### config.mk
export PLATFORM = sky130hd
export DESIGN_NAME = modulo_bitrev_address_gen
export DESIGN_NICKNAME = d
export VERILOG_FILES = /design/src/core/modulo_bitrev_address_gen.v
export VERILOG_INCLUDE_DIRS = /design/src /design/src/core
export SDC_FILE = /design/constraint.sdc
export NUM_CORES = 1
export LEC_CHECK = 0
export BUFFER_PORTS_ARGS = -buffer_cell sky130_fd_sc_hd__buf_2
export CAP_MARGIN = 20
export CELL_PAD_IN_SITES_DETAIL_PLACEMENT = 1
export CELL_PAD_IN_SITES_GLOBAL_PLACEMENT = 2
export CORE_ASPECT_RATIO = 1.25
export CORE_MARGIN = 1
export CORE_UTILIZATION = 33
export DETAILED_ROUTE_END_ITERATION = 10
export HOLD_SLACK_MARGIN = 0.12
export PLACE_DENSITY = 0.74
export SKIP_LAST_GASP = 1
export SLEW_MARGIN = 5
export SYNTH_ARGS = -nofsm -noshare
export SYNTH_HDL_FRONTEND = slang
export SYNTH_SLANG_ARGS = --single-unit
### constraint.sdc
create_clock -name mclk -period 7.1 [get_ports mclk]
set_input_delay 0.71 -clock mclk [delete_from_list [all_inputs] [get_ports mclk]]
set_output_delay 0.71 -clock mclk [all_outputs]
set_load 0.02 [all_outputs]
### src/core/modulo_addr_defines.vh
/*
 * Offsets, field positions and reset values for the circular and
 * bit-reversed address correction block.
 * Assumes a 32-bit classic Wishbone slave, one register per aligned word.
 */
`ifndef MODULO_ADDR_DEFINES_VH
`define MODULO_ADDR_DEFINES_VH

// ==========================================================
// Register byte offsets
`define OFS_CIRC_CTRL   6'h00
`define OFS_X_START     6'h04
`define OFS_X_END       6'h08
`define OFS_Y_START     6'h0c
`define OFS_Y_END       6'h10
`define OFS_REV_CTRL    6'h14
`define OFS_STATUS      6'h18

// ==========================================================
// Control register fields
`define XSEL_LSB        0
`define YSEL_LSB        4
`define RSEL_LSB        8
`define YEN_BIT         14
`define XEN_BIT         15
`define REN_BIT         15
`define SEL_NONE        4'hf

// ==========================================================
// Reset values
`define CIRC_CTRL_RST   16'h0fff
`define REV_CTRL_RST    16'h0000
`define BOUND_RST       16'h0000

// ==========================================================
// Addressing mode codes from decode
`define AM_DIRECT       3'h0
`define AM_INDIRECT     3'h1
`define AM_POST_INC     3'h2
`define AM_POST_DEC     3'h3
`define AM_PRE_INC      3'h4
`define AM_PRE_DEC      3'h5
`define AM_OFFSET       3'h6

`endif

### src/core/modulo_bitrev_address_gen.v
/*
 * Effective-address correction for the X read, X write and Y address
 * units: circular buffers in X and Y, bit-reversed X writes.
 * Assumes decode presents pointer, offset, mode and unit each cycle; the
 * corrected address and pointer writeback are registered one cycle later.
 */
// Behaviour
// - X circular on when select not 15, enable
// - Y circular on when select not 15, enable
// - Four 16-bit boundary registers, up to 32K
// - Y circular addresses keep bit zero clear
// - Wrap past either boundary, overshoot corrected
// - Write back only for pre/post modify
// - One X and one Y buffer, any pointer but 15
// - Power-of-two buffers checked both ways
// - Bit reverse only in X write unit
// - Modifier reversed, addresses in normal order
// - Reverse needs select, enable, pre/post increment
// - Reverse control: enable bit15, pivot 14:0
// - Byte or other modes give plain addresses
// - Add pivot, ignore offset, clear bit zero
// - Pivot scaled to byte addresses
// - Reverse beats circular in X write only
// - Registers 10,11 use Y unit for dual reads
`timescale 1ns/1ps
`default_nettype none
`include "modulo_addr_defines.vh"

module modulo_bitrev_address_gen (
   input  wire        mclk,
   input  wire        reset,
   // Wishbone slave
   input  wire        wb_cyc_i,
   input  wire        wb_stb_i,
   input  wire        wb_we_i,
   input  wire [5:0]  wb_adr_i,
   input  wire [3:0]  wb_sel_i,
   input  wire [31:0] wb_dat_i,
   output reg  [31:0] wb_dat_o,
   output reg         wb_ack_o,
   // Request from decode
   input  wire        ea_req,
   input  wire [1:0]  ea_unit,
   input  wire [3:0]  ea_ptr_sel,
   input  wire [15:0] ea_ptr,
   input  wire [15:0] ea_offset,
   input  wire [2:0]  ea_mode,
   input  wire        ea_byte,
   input  wire        ea_dual,
   // Result
   output reg         ea_valid,
   output reg  [15:0] ea_addr,
   output reg         wb_ptr_en,
   output reg  [3:0]  wb_ptr_sel,
   output reg  [15:0] wb_ptr_val
);

   // Unit codes: 0 X read, 1 X write, 2 Y
   localparam [1:0] U_XR = 2'h0;
   localparam [1:0] U_XW = 2'h1;
   localparam [1:0] U_Y  = 2'h2;

   // ==========================================================
   // Registers
   reg [15:0] circ_ctrl_q;
   reg [15:0] x_start_q;
   reg [15:0] x_end_q;
   reg [15:0] y_start_q;
   reg [15:0] y_end_q;
   reg [15:0] rev_ctrl_q;
   reg [1:0]  last_kind_q;

   wire       wb_hit = wb_cyc_i & wb_stb_i & ~wb_ack_o;
   wire       wb_wr  = wb_hit & wb_we_i & wb_sel_i[0] & wb_sel_i[1];

   // Bus writes; one-cycle ack, low lanes carry 16-bit data
   always @(posedge mclk or posedge reset) begin
      if (reset) begin
         circ_ctrl_q <= `CIRC_CTRL_RST;
         x_start_q   <= `BOUND_RST;
         x_end_q     <= `BOUND_RST;
         y_start_q   <= `BOUND_RST;
         y_end_q     <= `BOUND_RST;
         rev_ctrl_q  <= `REV_CTRL_RST;
         wb_ack_o    <= 1'b0;
      end else begin
         wb_ack_o <= wb_hit;
         if (wb_wr) begin
            case (wb_adr_i)
               `OFS_CIRC_CTRL: circ_ctrl_q <= wb_dat_i[15:0];
               `OFS_X_START:   x_start_q   <= wb_dat_i[15:0];
               `OFS_X_END:     x_end_q     <= wb_dat_i[15:0];
               `OFS_Y_START:   y_start_q   <= wb_dat_i[15:0];
               `OFS_Y_END:     y_end_q     <= wb_dat_i[15:0];
               `OFS_REV_CTRL:  rev_ctrl_q  <= wb_dat_i[15:0];
               default: ;
            endcase
         end
      end
   end

   // Read data; unmapped reads return zero and still ack
   always @(posedge mclk or posedge reset) begin
      if (reset) begin
         wb_dat_o <= 32'h0000_0000;
      end else if (wb_hit) begin
         case (wb_adr_i)
            `OFS_CIRC_CTRL: wb_dat_o <= {16'h0000, circ_ctrl_q};
            `OFS_X_START:   wb_dat_o <= {16'h0000, x_start_q};
            `OFS_X_END:     wb_dat_o <= {16'h0000, x_end_q};
            `OFS_Y_START:   wb_dat_o <= {16'h0000, y_start_q};
            `OFS_Y_END:     wb_dat_o <= {16'h0000, y_end_q};
            `OFS_REV_CTRL:  wb_dat_o <= {16'h0000, rev_ctrl_q};
            `OFS_STATUS:    wb_dat_o <= {30'h0000_0000, last_kind_q};
            default:        wb_dat_o <= 32'h0000_0000;
         endcase
      end
   end

   // ==========================================================
   // Mode decode
   wire [3:0] x_sel = circ_ctrl_q[`XSEL_LSB+3:`XSEL_LSB];
   wire [3:0] y_sel = circ_ctrl_q[`YSEL_LSB+3:`YSEL_LSB];
   wire [3:0] r_sel = circ_ctrl_q[`RSEL_LSB+3:`RSEL_LSB];

   wire x_circ_on = (x_sel != `SEL_NONE) & circ_ctrl_q[`XEN_BIT];
   wire y_circ_on = (y_sel != `SEL_NONE) & circ_ctrl_q[`YEN_BIT];

   // Dual-operand reads force pointers 8,9 to X and 10,11 to Y
   wire [1:0] unit = ea_dual ? (ea_ptr_sel[1] ? U_Y : U_XR) : ea_unit;

   wire is_pre  = (ea_mode == `AM_PRE_INC)  | (ea_mode == `AM_PRE_DEC);
   wire is_post = (ea_mode == `AM_POST_INC) | (ea_mode == `AM_POST_DEC);
   wire is_inc  = (ea_mode == `AM_PRE_INC)  | (ea_mode == `AM_POST_INC);
   wire is_dec  = (ea_mode == `AM_PRE_DEC)  | (ea_mode == `AM_POST_DEC);

   // Stack pointer code equals the disable code, so it is never a target
   wire rev_act = (unit == U_XW) & (r_sel != `SEL_NONE)
                  & rev_ctrl_q[`REN_BIT] & is_inc & ~ea_byte
                  & (ea_ptr_sel == r_sel);

   // Any selected pointer may be circular; one buffer per space
   wire circ_act = (unit == U_Y) ? (y_circ_on & (ea_ptr_sel == y_sel))
                                 : (x_circ_on & (ea_ptr_sel == x_sel)
                                    & ~rev_act);

   wire [15:0] lo = (unit == U_Y) ? y_start_q : x_start_q;
   wire [15:0] hi = (unit == U_Y) ? y_end_q   : x_end_q;

   // ==========================================================
   // Circular correction
   wire [15:0] span  = hi - lo + 16'h0001;         // Bytes in buffer
   wire        pow2  = ((span & (span - 16'h0001)) == 16'h0000);
   wire [15:0] mod_ptr = ea_ptr + ea_offset;       // Offset is signed step
   wire [15:0] raw_ea  = is_post ? ea_ptr : mod_ptr;

   // Compare against the bounds, not equality, so overshoot still wraps
   function [15:0] wrap;
      input [15:0] a;
      input        up_chk;
      input        dn_chk;
      begin
         if (up_chk & (a > hi))
            wrap = a - span;
         else if (dn_chk & (a < lo))
            wrap = a + span;
         else
            wrap = a;
      end
   endfunction

   // Power-of-two buffers and offset mode check both bounds; others only their direction
   wire up_chk = is_inc | pow2 | (ea_mode == `AM_OFFSET);
   wire dn_chk = is_dec | pow2 | (ea_mode == `AM_OFFSET);

   wire [15:0] circ_ea  = wrap(raw_ea,  up_chk, dn_chk);
   wire [15:0] circ_ptr = wrap(mod_ptr, up_chk, dn_chk);

   // ==========================================================
   // Bit-reversed step: reverse-carry add of the scaled pivot
   wire [15:0] piv_bytes = {rev_ctrl_q[14:0], 1'b0};
   wire [15:0] ptr_r;
   wire [15:0] piv_r;
   wire [15:0] sum_r;
   wire [15:0] rev_ptr;
   genvar g;
   generate
      for (g = 0; g < 16; g = g + 1) begin : g_rev
         assign ptr_r[g]      = ea_ptr[15-g];
         assign piv_r[g]      = piv_bytes[15-g];
         assign rev_ptr[15-g] = sum_r[g];
      end
   endgenerate
   assign sum_r = ptr_r + piv_r;
   wire [15:0] rev_next = {rev_ptr[15:1], 1'b0};
   wire [15:0] rev_ea   = is_post ? {ea_ptr[15:1], 1'b0} : rev_next;

   // ==========================================================
   // Result selection
   reg [15:0] ea_d;
   reg [15:0] ptr_d;
   always @* begin
      if (rev_act) begin
         ea_d  = rev_ea;
         ptr_d = rev_next;
      end else if (circ_act) begin
         ea_d  = circ_ea;
         ptr_d = circ_ptr;
      end else begin
         ea_d  = raw_ea;
         ptr_d = mod_ptr;
      end
      if (circ_act & (unit == U_Y) & ~rev_act) begin
         ea_d[0]  = 1'b0;
         ptr_d[0] = 1'b0;
      end
   end

   // Output registers; writeback only for modify modes
   always @(posedge mclk or posedge reset) begin
      if (reset) begin
         ea_valid    <= 1'b0;
         ea_addr     <= 16'h0000;
         wb_ptr_en   <= 1'b0;
         wb_ptr_sel  <= 4'h0;
         wb_ptr_val  <= 16'h0000;
         last_kind_q <= 2'h0;
      end else begin
         ea_valid  <= ea_req;
         wb_ptr_en <= ea_req & (is_pre | is_post);
         if (ea_req) begin
            ea_addr     <= ea_d;
            wb_ptr_sel  <= ea_ptr_sel;
            wb_ptr_val  <= ptr_d;
            last_kind_q <= {rev_act, circ_act};
         end
      end
   end

endmodule // modulo_bitrev_address_gen
`default_nettype wire

== Word level (Yosys, flattened, before mapping) ==
Cells that the tools add are included.
Cells by class
  mux-type cells: 18
  add/sub/neg operators: 9
  eq/ne operators: 19
  reduce and logical (&&, ||, !) cells: 8
  bitwise gates (word level): 35
  magnitude comparators: 4
Operators with widths (number)
  $mux W16: 12
  $pmux W16 S7: 1
  $add A16 B16 Y16: 3
  $sub A16 B16 Y16: 3
  $gt A16 B16 Y1: 2
  $lt A16 B16 Y1: 2
  $and A1 B1 Y1: 22
  $eq A6 B5 Y1 const B: 3
  $add A16 B1 Y16 const B: 1
  $and A16 B16 Y16: 1
  $logic_not A16 Y1: 1
  $sub A16 B1 Y16 const B: 1
  $add A15 B15 Y15: 1
  $eq A4 B4 Y1: 3
  $eq A6 B4 Y1 const B: 2
  $ne A4 B4 Y1 const B: 3
  $reduce_and A2 Y1: 6
  $eq A3 B3 Y1 const B: 3
  $or A1 B1 Y1: 9
  $eq A3 B2 Y1 const B: 2
  $eq A6 B3 Y1 const B: 1
  $logic_not A6 Y1: 1
  $mux W2: 2
  $mux W1: 3
  3 further kinds: 5
Storage, ports and cells
  register bits after elaboration: 169
  logic and storage cells: 107
  output and inout port bits: 71
  input port bits: 91

== Longest topological paths before layout ==
  depth after elaboration: 17
  depth in mapped cells: 31
  mapped depth without buffers: 27

== Least setup slack after synthesis ==
OpenSTA, ideal clock, no wires.
  path type: in2reg
  start: input ea_dual
  end: register wb_ptr_val[15]
  setup time: 136 ps
  path slack: 218 ps
  data required time: 6964 ps
  path buffers: 4
  arrival time: 6746 ps
  cell stages on the path: 29
  cell sequence: or3b_1 > nand2_1 > buf_2 > buf_1 > clkbuf_1 > mux2i_1 > ha_1 > inv_1 > ha_1 > inv_1 > fa_1 > and2b_1 > o211ai_4 > nor3b_1 > a311oi_2 > ha_1 > clkbuf_1 > nor2b_1 > o21a_1 > a311oi_1 > o21bai_1 > a21oi_1 > o31ai_1 > a211oi_1 > or3_1 > a211oi_1 > nor3_1 > xor2_1 > o21ai_0
Between the ends
  word-level cells in the longest chain between the ends: 15
  elaborated cells on any way between the ends: 32
  those cells by class: 5 x add/sub; 2 x order compare; 2 x eq/ne; 8 x mux; 14 x bitwise; 1 x reduce/logical
Ends and longest elaborated chain
  start, declared: line modulo_bitrev_address_gen.v:49  | input wire ea_dual,
  $mux W2 (*): line modulo_bitrev_address_gen.v:130  | wire [1:0] unit = ea_dual ? (ea_ptr_sel[1] ? U_Y : U_XR) : ea_unit;
  $eq A2 B2 Y1: line modulo_bitrev_address_gen.v:143, modulo_bitrev_address_gen.v:147, modulo_bitrev_address_gen.v:148
  $mux W16 (on tied branches): line modulo_bitrev_address_gen.v:148, modulo_bitrev_address_gen.v:147
  $sub A16 B16 Y16: line modulo_bitrev_address_gen.v:152  | wire [15:0] span = hi - lo + 16'h0001;
  $add A16 B1 Y16: line modulo_bitrev_address_gen.v:152
  $sub A16 B1 Y16: line modulo_bitrev_address_gen.v:153  | wire pow2 = ((span & (span - 16'h0001)) == 16'h0000);
  $and A16 B16 Y16: line modulo_bitrev_address_gen.v:153
  $logic_not A16 Y1: line modulo_bitrev_address_gen.v:153
  $or A1 B1 Y1 (2 in series): line modulo_bitrev_address_gen.v:174  | wire dn_chk = is_dec | pow2 | (ea_mode == `AM_OFFSET);
  $and A1 B1 Y1: line modulo_bitrev_address_gen.v:165  | else if (dn_chk & (a < lo))
  $mux W16: line modulo_bitrev_address_gen.v:165
  $mux W16: line modulo_bitrev_address_gen.v:163  | if (up_chk & (a > hi))
  $mux W16: line modulo_bitrev_address_gen.v:206  | end else if (circ_act) begin
  $mux W16 (*): line modulo_bitrev_address_gen.v:203  | if (rev_act) begin
  end signal, assigned: line modulo_bitrev_address_gen.v:234  | wb_ptr_val <= ptr_d;
  end, declared: line modulo_bitrev_address_gen.v:55  | output reg [15:0] wb_ptr_val
Every way passes the cells marked *; elsewhere a longest branch is shown, timed or not.
A chain may end at the register's enable or synchronous reset.

== Final worst setup path ==
  start: input ea_ptr[0]
  end: register ea_addr[4]
Between the ends
  word-level cells in the longest chain between the ends: 8
  elaborated cells on any way between the ends: 12
  those cells by class: 3 x add/sub; 2 x order compare; 5 x mux; 2 x bitwise
Ends and longest elaborated chain
  start, declared: line modulo_bitrev_address_gen.v:45  | input wire [15:0] ea_ptr,
  $add A16 B16 Y16: line modulo_bitrev_address_gen.v:154  | wire [15:0] mod_ptr = ea_ptr + ea_offset;
  $mux W16 (*): line modulo_bitrev_address_gen.v:155  | wire [15:0] raw_ea = is_post ? ea_ptr : mod_ptr;
  $lt A16 B16 Y1: line modulo_bitrev_address_gen.v:165
  $and A1 B1 Y1: line modulo_bitrev_address_gen.v:165
  $mux W16: line modulo_bitrev_address_gen.v:165
  $mux W16: line modulo_bitrev_address_gen.v:163
  $mux W16 (*): line modulo_bitrev_address_gen.v:206
  $mux W16 (*): line modulo_bitrev_address_gen.v:203
  end signal, assigned: line modulo_bitrev_address_gen.v:223  | ea_addr <= 16'h0000;
  end signal, assigned: line modulo_bitrev_address_gen.v:232  | ea_addr <= ea_d;
  end, declared: line modulo_bitrev_address_gen.v:52  | output reg [15:0] ea_addr,
Marked as above.

==> impl_metrics.json <==
{
  "grt.overflow.total": 0,
  "area_delta_synth_final_pct": 17.6,
  "fin_crit_sh_pct": 91.7,
  "startpoint_type": "input pin",
  "layout.cells.non_filler": 2439,
  "grt_pass1_vias": 15000,
  "cts_setup_buffers": 0,
  "ys_warn_count": 0,
  "port_buffers": 127,
  "clkSlewWorstSetupHoldPaths_ns": 0.08,
  "finalHoldViolCount": 0,
  "die_area_um2": 45800,
  "ir_worst_vdd_mv": 0.226,
  "multi_input_area_um2": 10400,
  "floorplan.initialDensity_pct": 33.6,
  "synthFlopType": "dfrtp_1",
  "cts-root-buf": "clkbuf_16",
  "endpoint_kind": "register",
  "netlist_area_um2": 14800,
  "rsz0062_at_grt": "false",
  "path_class": "in2reg",
  "worst_slew_pin_slew_ns": 1.04,
  "rows": 86,
  "layout_setup_ws_ns": 0.592,
  "power_density_nw_per_um2": 232,
  "fin_crit_ns": 6.51,
  "die_h_um": 239,
  "fin_skew_ns": 0.0201,
  "setup_viol": 0,
  "ant_nets": 0,
  "place_ws_ns": 0.0268,
  "coreArea_um2": 44200,
  "slew_viol_final": 0,
  "async_reset_ff_share_pct": 100,
  "p_leak_uw": 0.00823,
  "holdCritPathClass": "in2async",
  "hpwlAfterDp_um": 47000,
  "cts_sinks": 153,
  "grt_max_degree": 89,
  "gp_congestion": 0.921,
  "seq_area_um2": 3840,
  "routed_wl_um": 58500,
  "dp.cells": 2406,
  "viasPerCell": 5.74,
  "crit_required_ns": 7.53,
  "antenna_found_initial": 3,
  "syn_avg_cell_area_um2": 8.95,
  "die_w_um": 192,
  "vias": 14000,
  "synth-seq-cells": 153,
  "wire_per_inst_um": 24.0,
  "crit_fanout": 4,
  "initialDrtViolationCount": 565,
  "nNetsFinal": 2121,
  "synth_seq_area_share_pct": 25.9,
  "fin_tns_setup_ns": 0,
  "fmax_mhz": 154,
  "fillCellCount": 5218,
  "htreeDepth": 4,
  "max-slew-margin-rel_pct": 30.3,
  "cts-resized-gates": 0,
  "status": "finished, final reports clean",
  "postCtsHoldBufs": 0,
  "drive_gt1_share_pct": 23.7,
  "cts_buffer_depth": 2,
  "maxCapViolCount": 0,
  "clk_latency_ns": 0.49,
  "cts_inserted_buffers": 17,
  "crit_arrival_ns": 6.93,
  "synth_edf_count": 0,
  "grt_usage_pct": 26.2,
  "grt_pass1_wl_um": 89300,
  "cts_tree": "built",
  "drc": 0,
  "syn_inst": 1658,
  "pin_count": 162,
  "detail_route.first_pass.iterations": 5,
  "synth_cell_types": 88
}
==> layout by cell type (no fill, tap or decap), types with 12 or more instances in the layout <==
cell type  instances
a211oi_1          19
a21o_1            39
a21oi_1          127
a221oi_1          26
a31oi_1           13
buf_2            127
buf_4            111
clkbuf_16         17
conb_1            16
dfrtp_1          141
dfstp_2           12
ha_1             170
inv_1             90
mux2_2           109
mux2i_1           67
nand2_1           98
nand2b_1          15
nand3_1           31
nand4_1           14
nor2_1            86
nor2b_1           16
nor3_1            27
o211ai_1          14
o21a_1            16
o21ai_0          107
o21bai_1          17
o22ai_1           24
o31ai_1           13
xnor2_1           46
xor2_1            29
==> final timing paths <==
path	start	endpoint	slack, ns	depth (start not counted)
worst max-delay path	ea_ptr[0]	ea_addr[4]	0.59	25
worst min-delay path	reset	wb_dat_o[0]	0.37	2
worst max register to register	x_start_q[1]	wb_ptr_val[15]	1.36	27
worst min register to register	wb_dat_o[4]	wb_dat_o[4]	0.48	2
max in group asynchronous	reset	ea_addr[7]	5.28	3
min in group mclk	wb_dat_o[4]	wb_dat_o[4]	0.48	2
==> registers in the layout (all words and copies together), names as in the netlist <==
register	count
y_start_q	16
last_kind_q	2
y_end_q	16
x_end_q	16
wb_ptr_en	1
ea_valid	1
wb_ptr_sel	4
ea_addr	16
wb_dat_o	16
wb_ptr_val	16
x_start_q	16
rev_ctrl_q	16
circ_ctrl_q	16
wb_ack_o	1
==> metal layers <==
| metal | up-vias | global-route usage [%] | part of all wire, % |
|---|---|---|---|
| met5 | - | 0 | 0.019 |
| met4 | 2 | 10.4 | 3.3 |
| met3 | 88 | 3.23 | 3.6 |
| met2 | 345 | 46.4 | 50 |
| met1 | 7031 | 31.8 | 43 |
| li1 | 6546 | - | - |
==> power breakdown <==
part           internal (µW)  total [µW]  switching [µW]
Combinational            855        2130            1280
Clock                    510         961             451
Sequential               916         947            31.3
Total                   2280        4040            1760
==> synthesized netlist by cell type (all sizes together), types with 6 or more instances <==
cell type | n | share of area [%]
xor2 | 29 | 1.7
o22ai | 25 | 1.1
buf | 28 | 1.2
inv | 92 | 2.3
or2 | 13 | 0.55
nor2 | 87 | 2.2
nor2b | 17 | 0.72
nor4 | 8 | 0.42
mux2 | 109 | 8.3
xnor2 | 46 | 2.7
clkbuf | 55 | 1.4
o22a | 6 | 0.35
nor3b | 9 | 0.46
a21o | 39 | 2.0
a211oi | 19 | 0.96
a31oi | 14 | 0.69
dfrtp | 141 | 24
o211ai | 16 | 0.94
mux2i | 67 | 4.5
a22oi | 10 | 0.54
nor3 | 31 | 1.1
a221oi | 27 | 1.7
o21bai | 17 | 0.86
o21ai | 112 | 3.8
a2111oi | 7 | 0.41
a21oi | 129 | 4.4
nand3b | 6 | 0.30
a211o | 11 | 0.65
or3 | 12 | 0.54
nand4 | 14 | 0.59
o21a | 16 | 0.81
nand2b | 15 | 0.63
o31ai | 13 | 0.66
dfstp | 12 | 2.1
o221ai | 11 | 0.65
and3 | 9 | 0.38
nand2 | 99 | 2.5
and2 | 6 | 0.25
nand3 | 31 | 1.0
ha | 170 | 14
fa | 7 | 0.94
a221o | 6 | 0.40
==> worst max-delay path, stage by stage <==
cell	delay, ns
buf_2	0.11
ha_1	0.23
fa_1	0.43
a211oi_1	0.45
o21ai_0	0.18
a21o_1	0.20
a21oi_1	0.15
buf_4	0.17
o21bai_1	0.08
a21oi_1	0.20
o21ai_0	0.20
or4b_2	0.66
nand3_1	0.24
a21boi_0	0.21
inv_1	0.18
ha_1	0.27
a21o_1	0.16
a21oi_1	0.18
o21ai_0	0.23
a21oi_1	0.25
o221ai_1	0.20
nand2b_1	0.30
o221a_1	0.31
o32ai_1	0.44
a211o_1	0.16
==> area by class of cell <==
type                    count  area share (%)
multi-input cells        1345            59.5
diodes                      1          0.0143
clock buffers              19            2.59
clock inverters            13           0.738
inverters                  92            2.01
repair buffers            244            9.05
flip-flops and latches    153            22.0
well taps                 572            4.10
==> metrics by stage <==
stage | hold slack [ns] | total power (µW) | area, µm² | util (%)
floorplan | 0.449 | 2260 | 14900 | -
global placement | 0.464 | 3040 | 16900 | 38.1
detailed placement | 0.475 | 3080 | 16900 | 38.2
CTS | 0.411 | 4060 | 17500 | 39.5
global route | 0.449 | 4280 | 17500 | 39.5
finish | 0.367 | 4040 | 17500 | 39.5
==> logic make-up (layout without fill, tap and decap cells) <==
family	Yosys count	count (layout)	synth area share (%)
XOR/XNOR	75	75	4.43
multiplexers	177	177	12.9
AND/OR/NAND/NOR	371	371	12.5
AO/OA/AOI/OAI	528	528	24.0
buffers and inverters	175	368	4.87
other	1	17	0.0253
flip-flops	153	153	25.9
adder cells (fa/ha/maj)	178	178	15.3
Note: power is estimated with default switching activity, not from simulation.
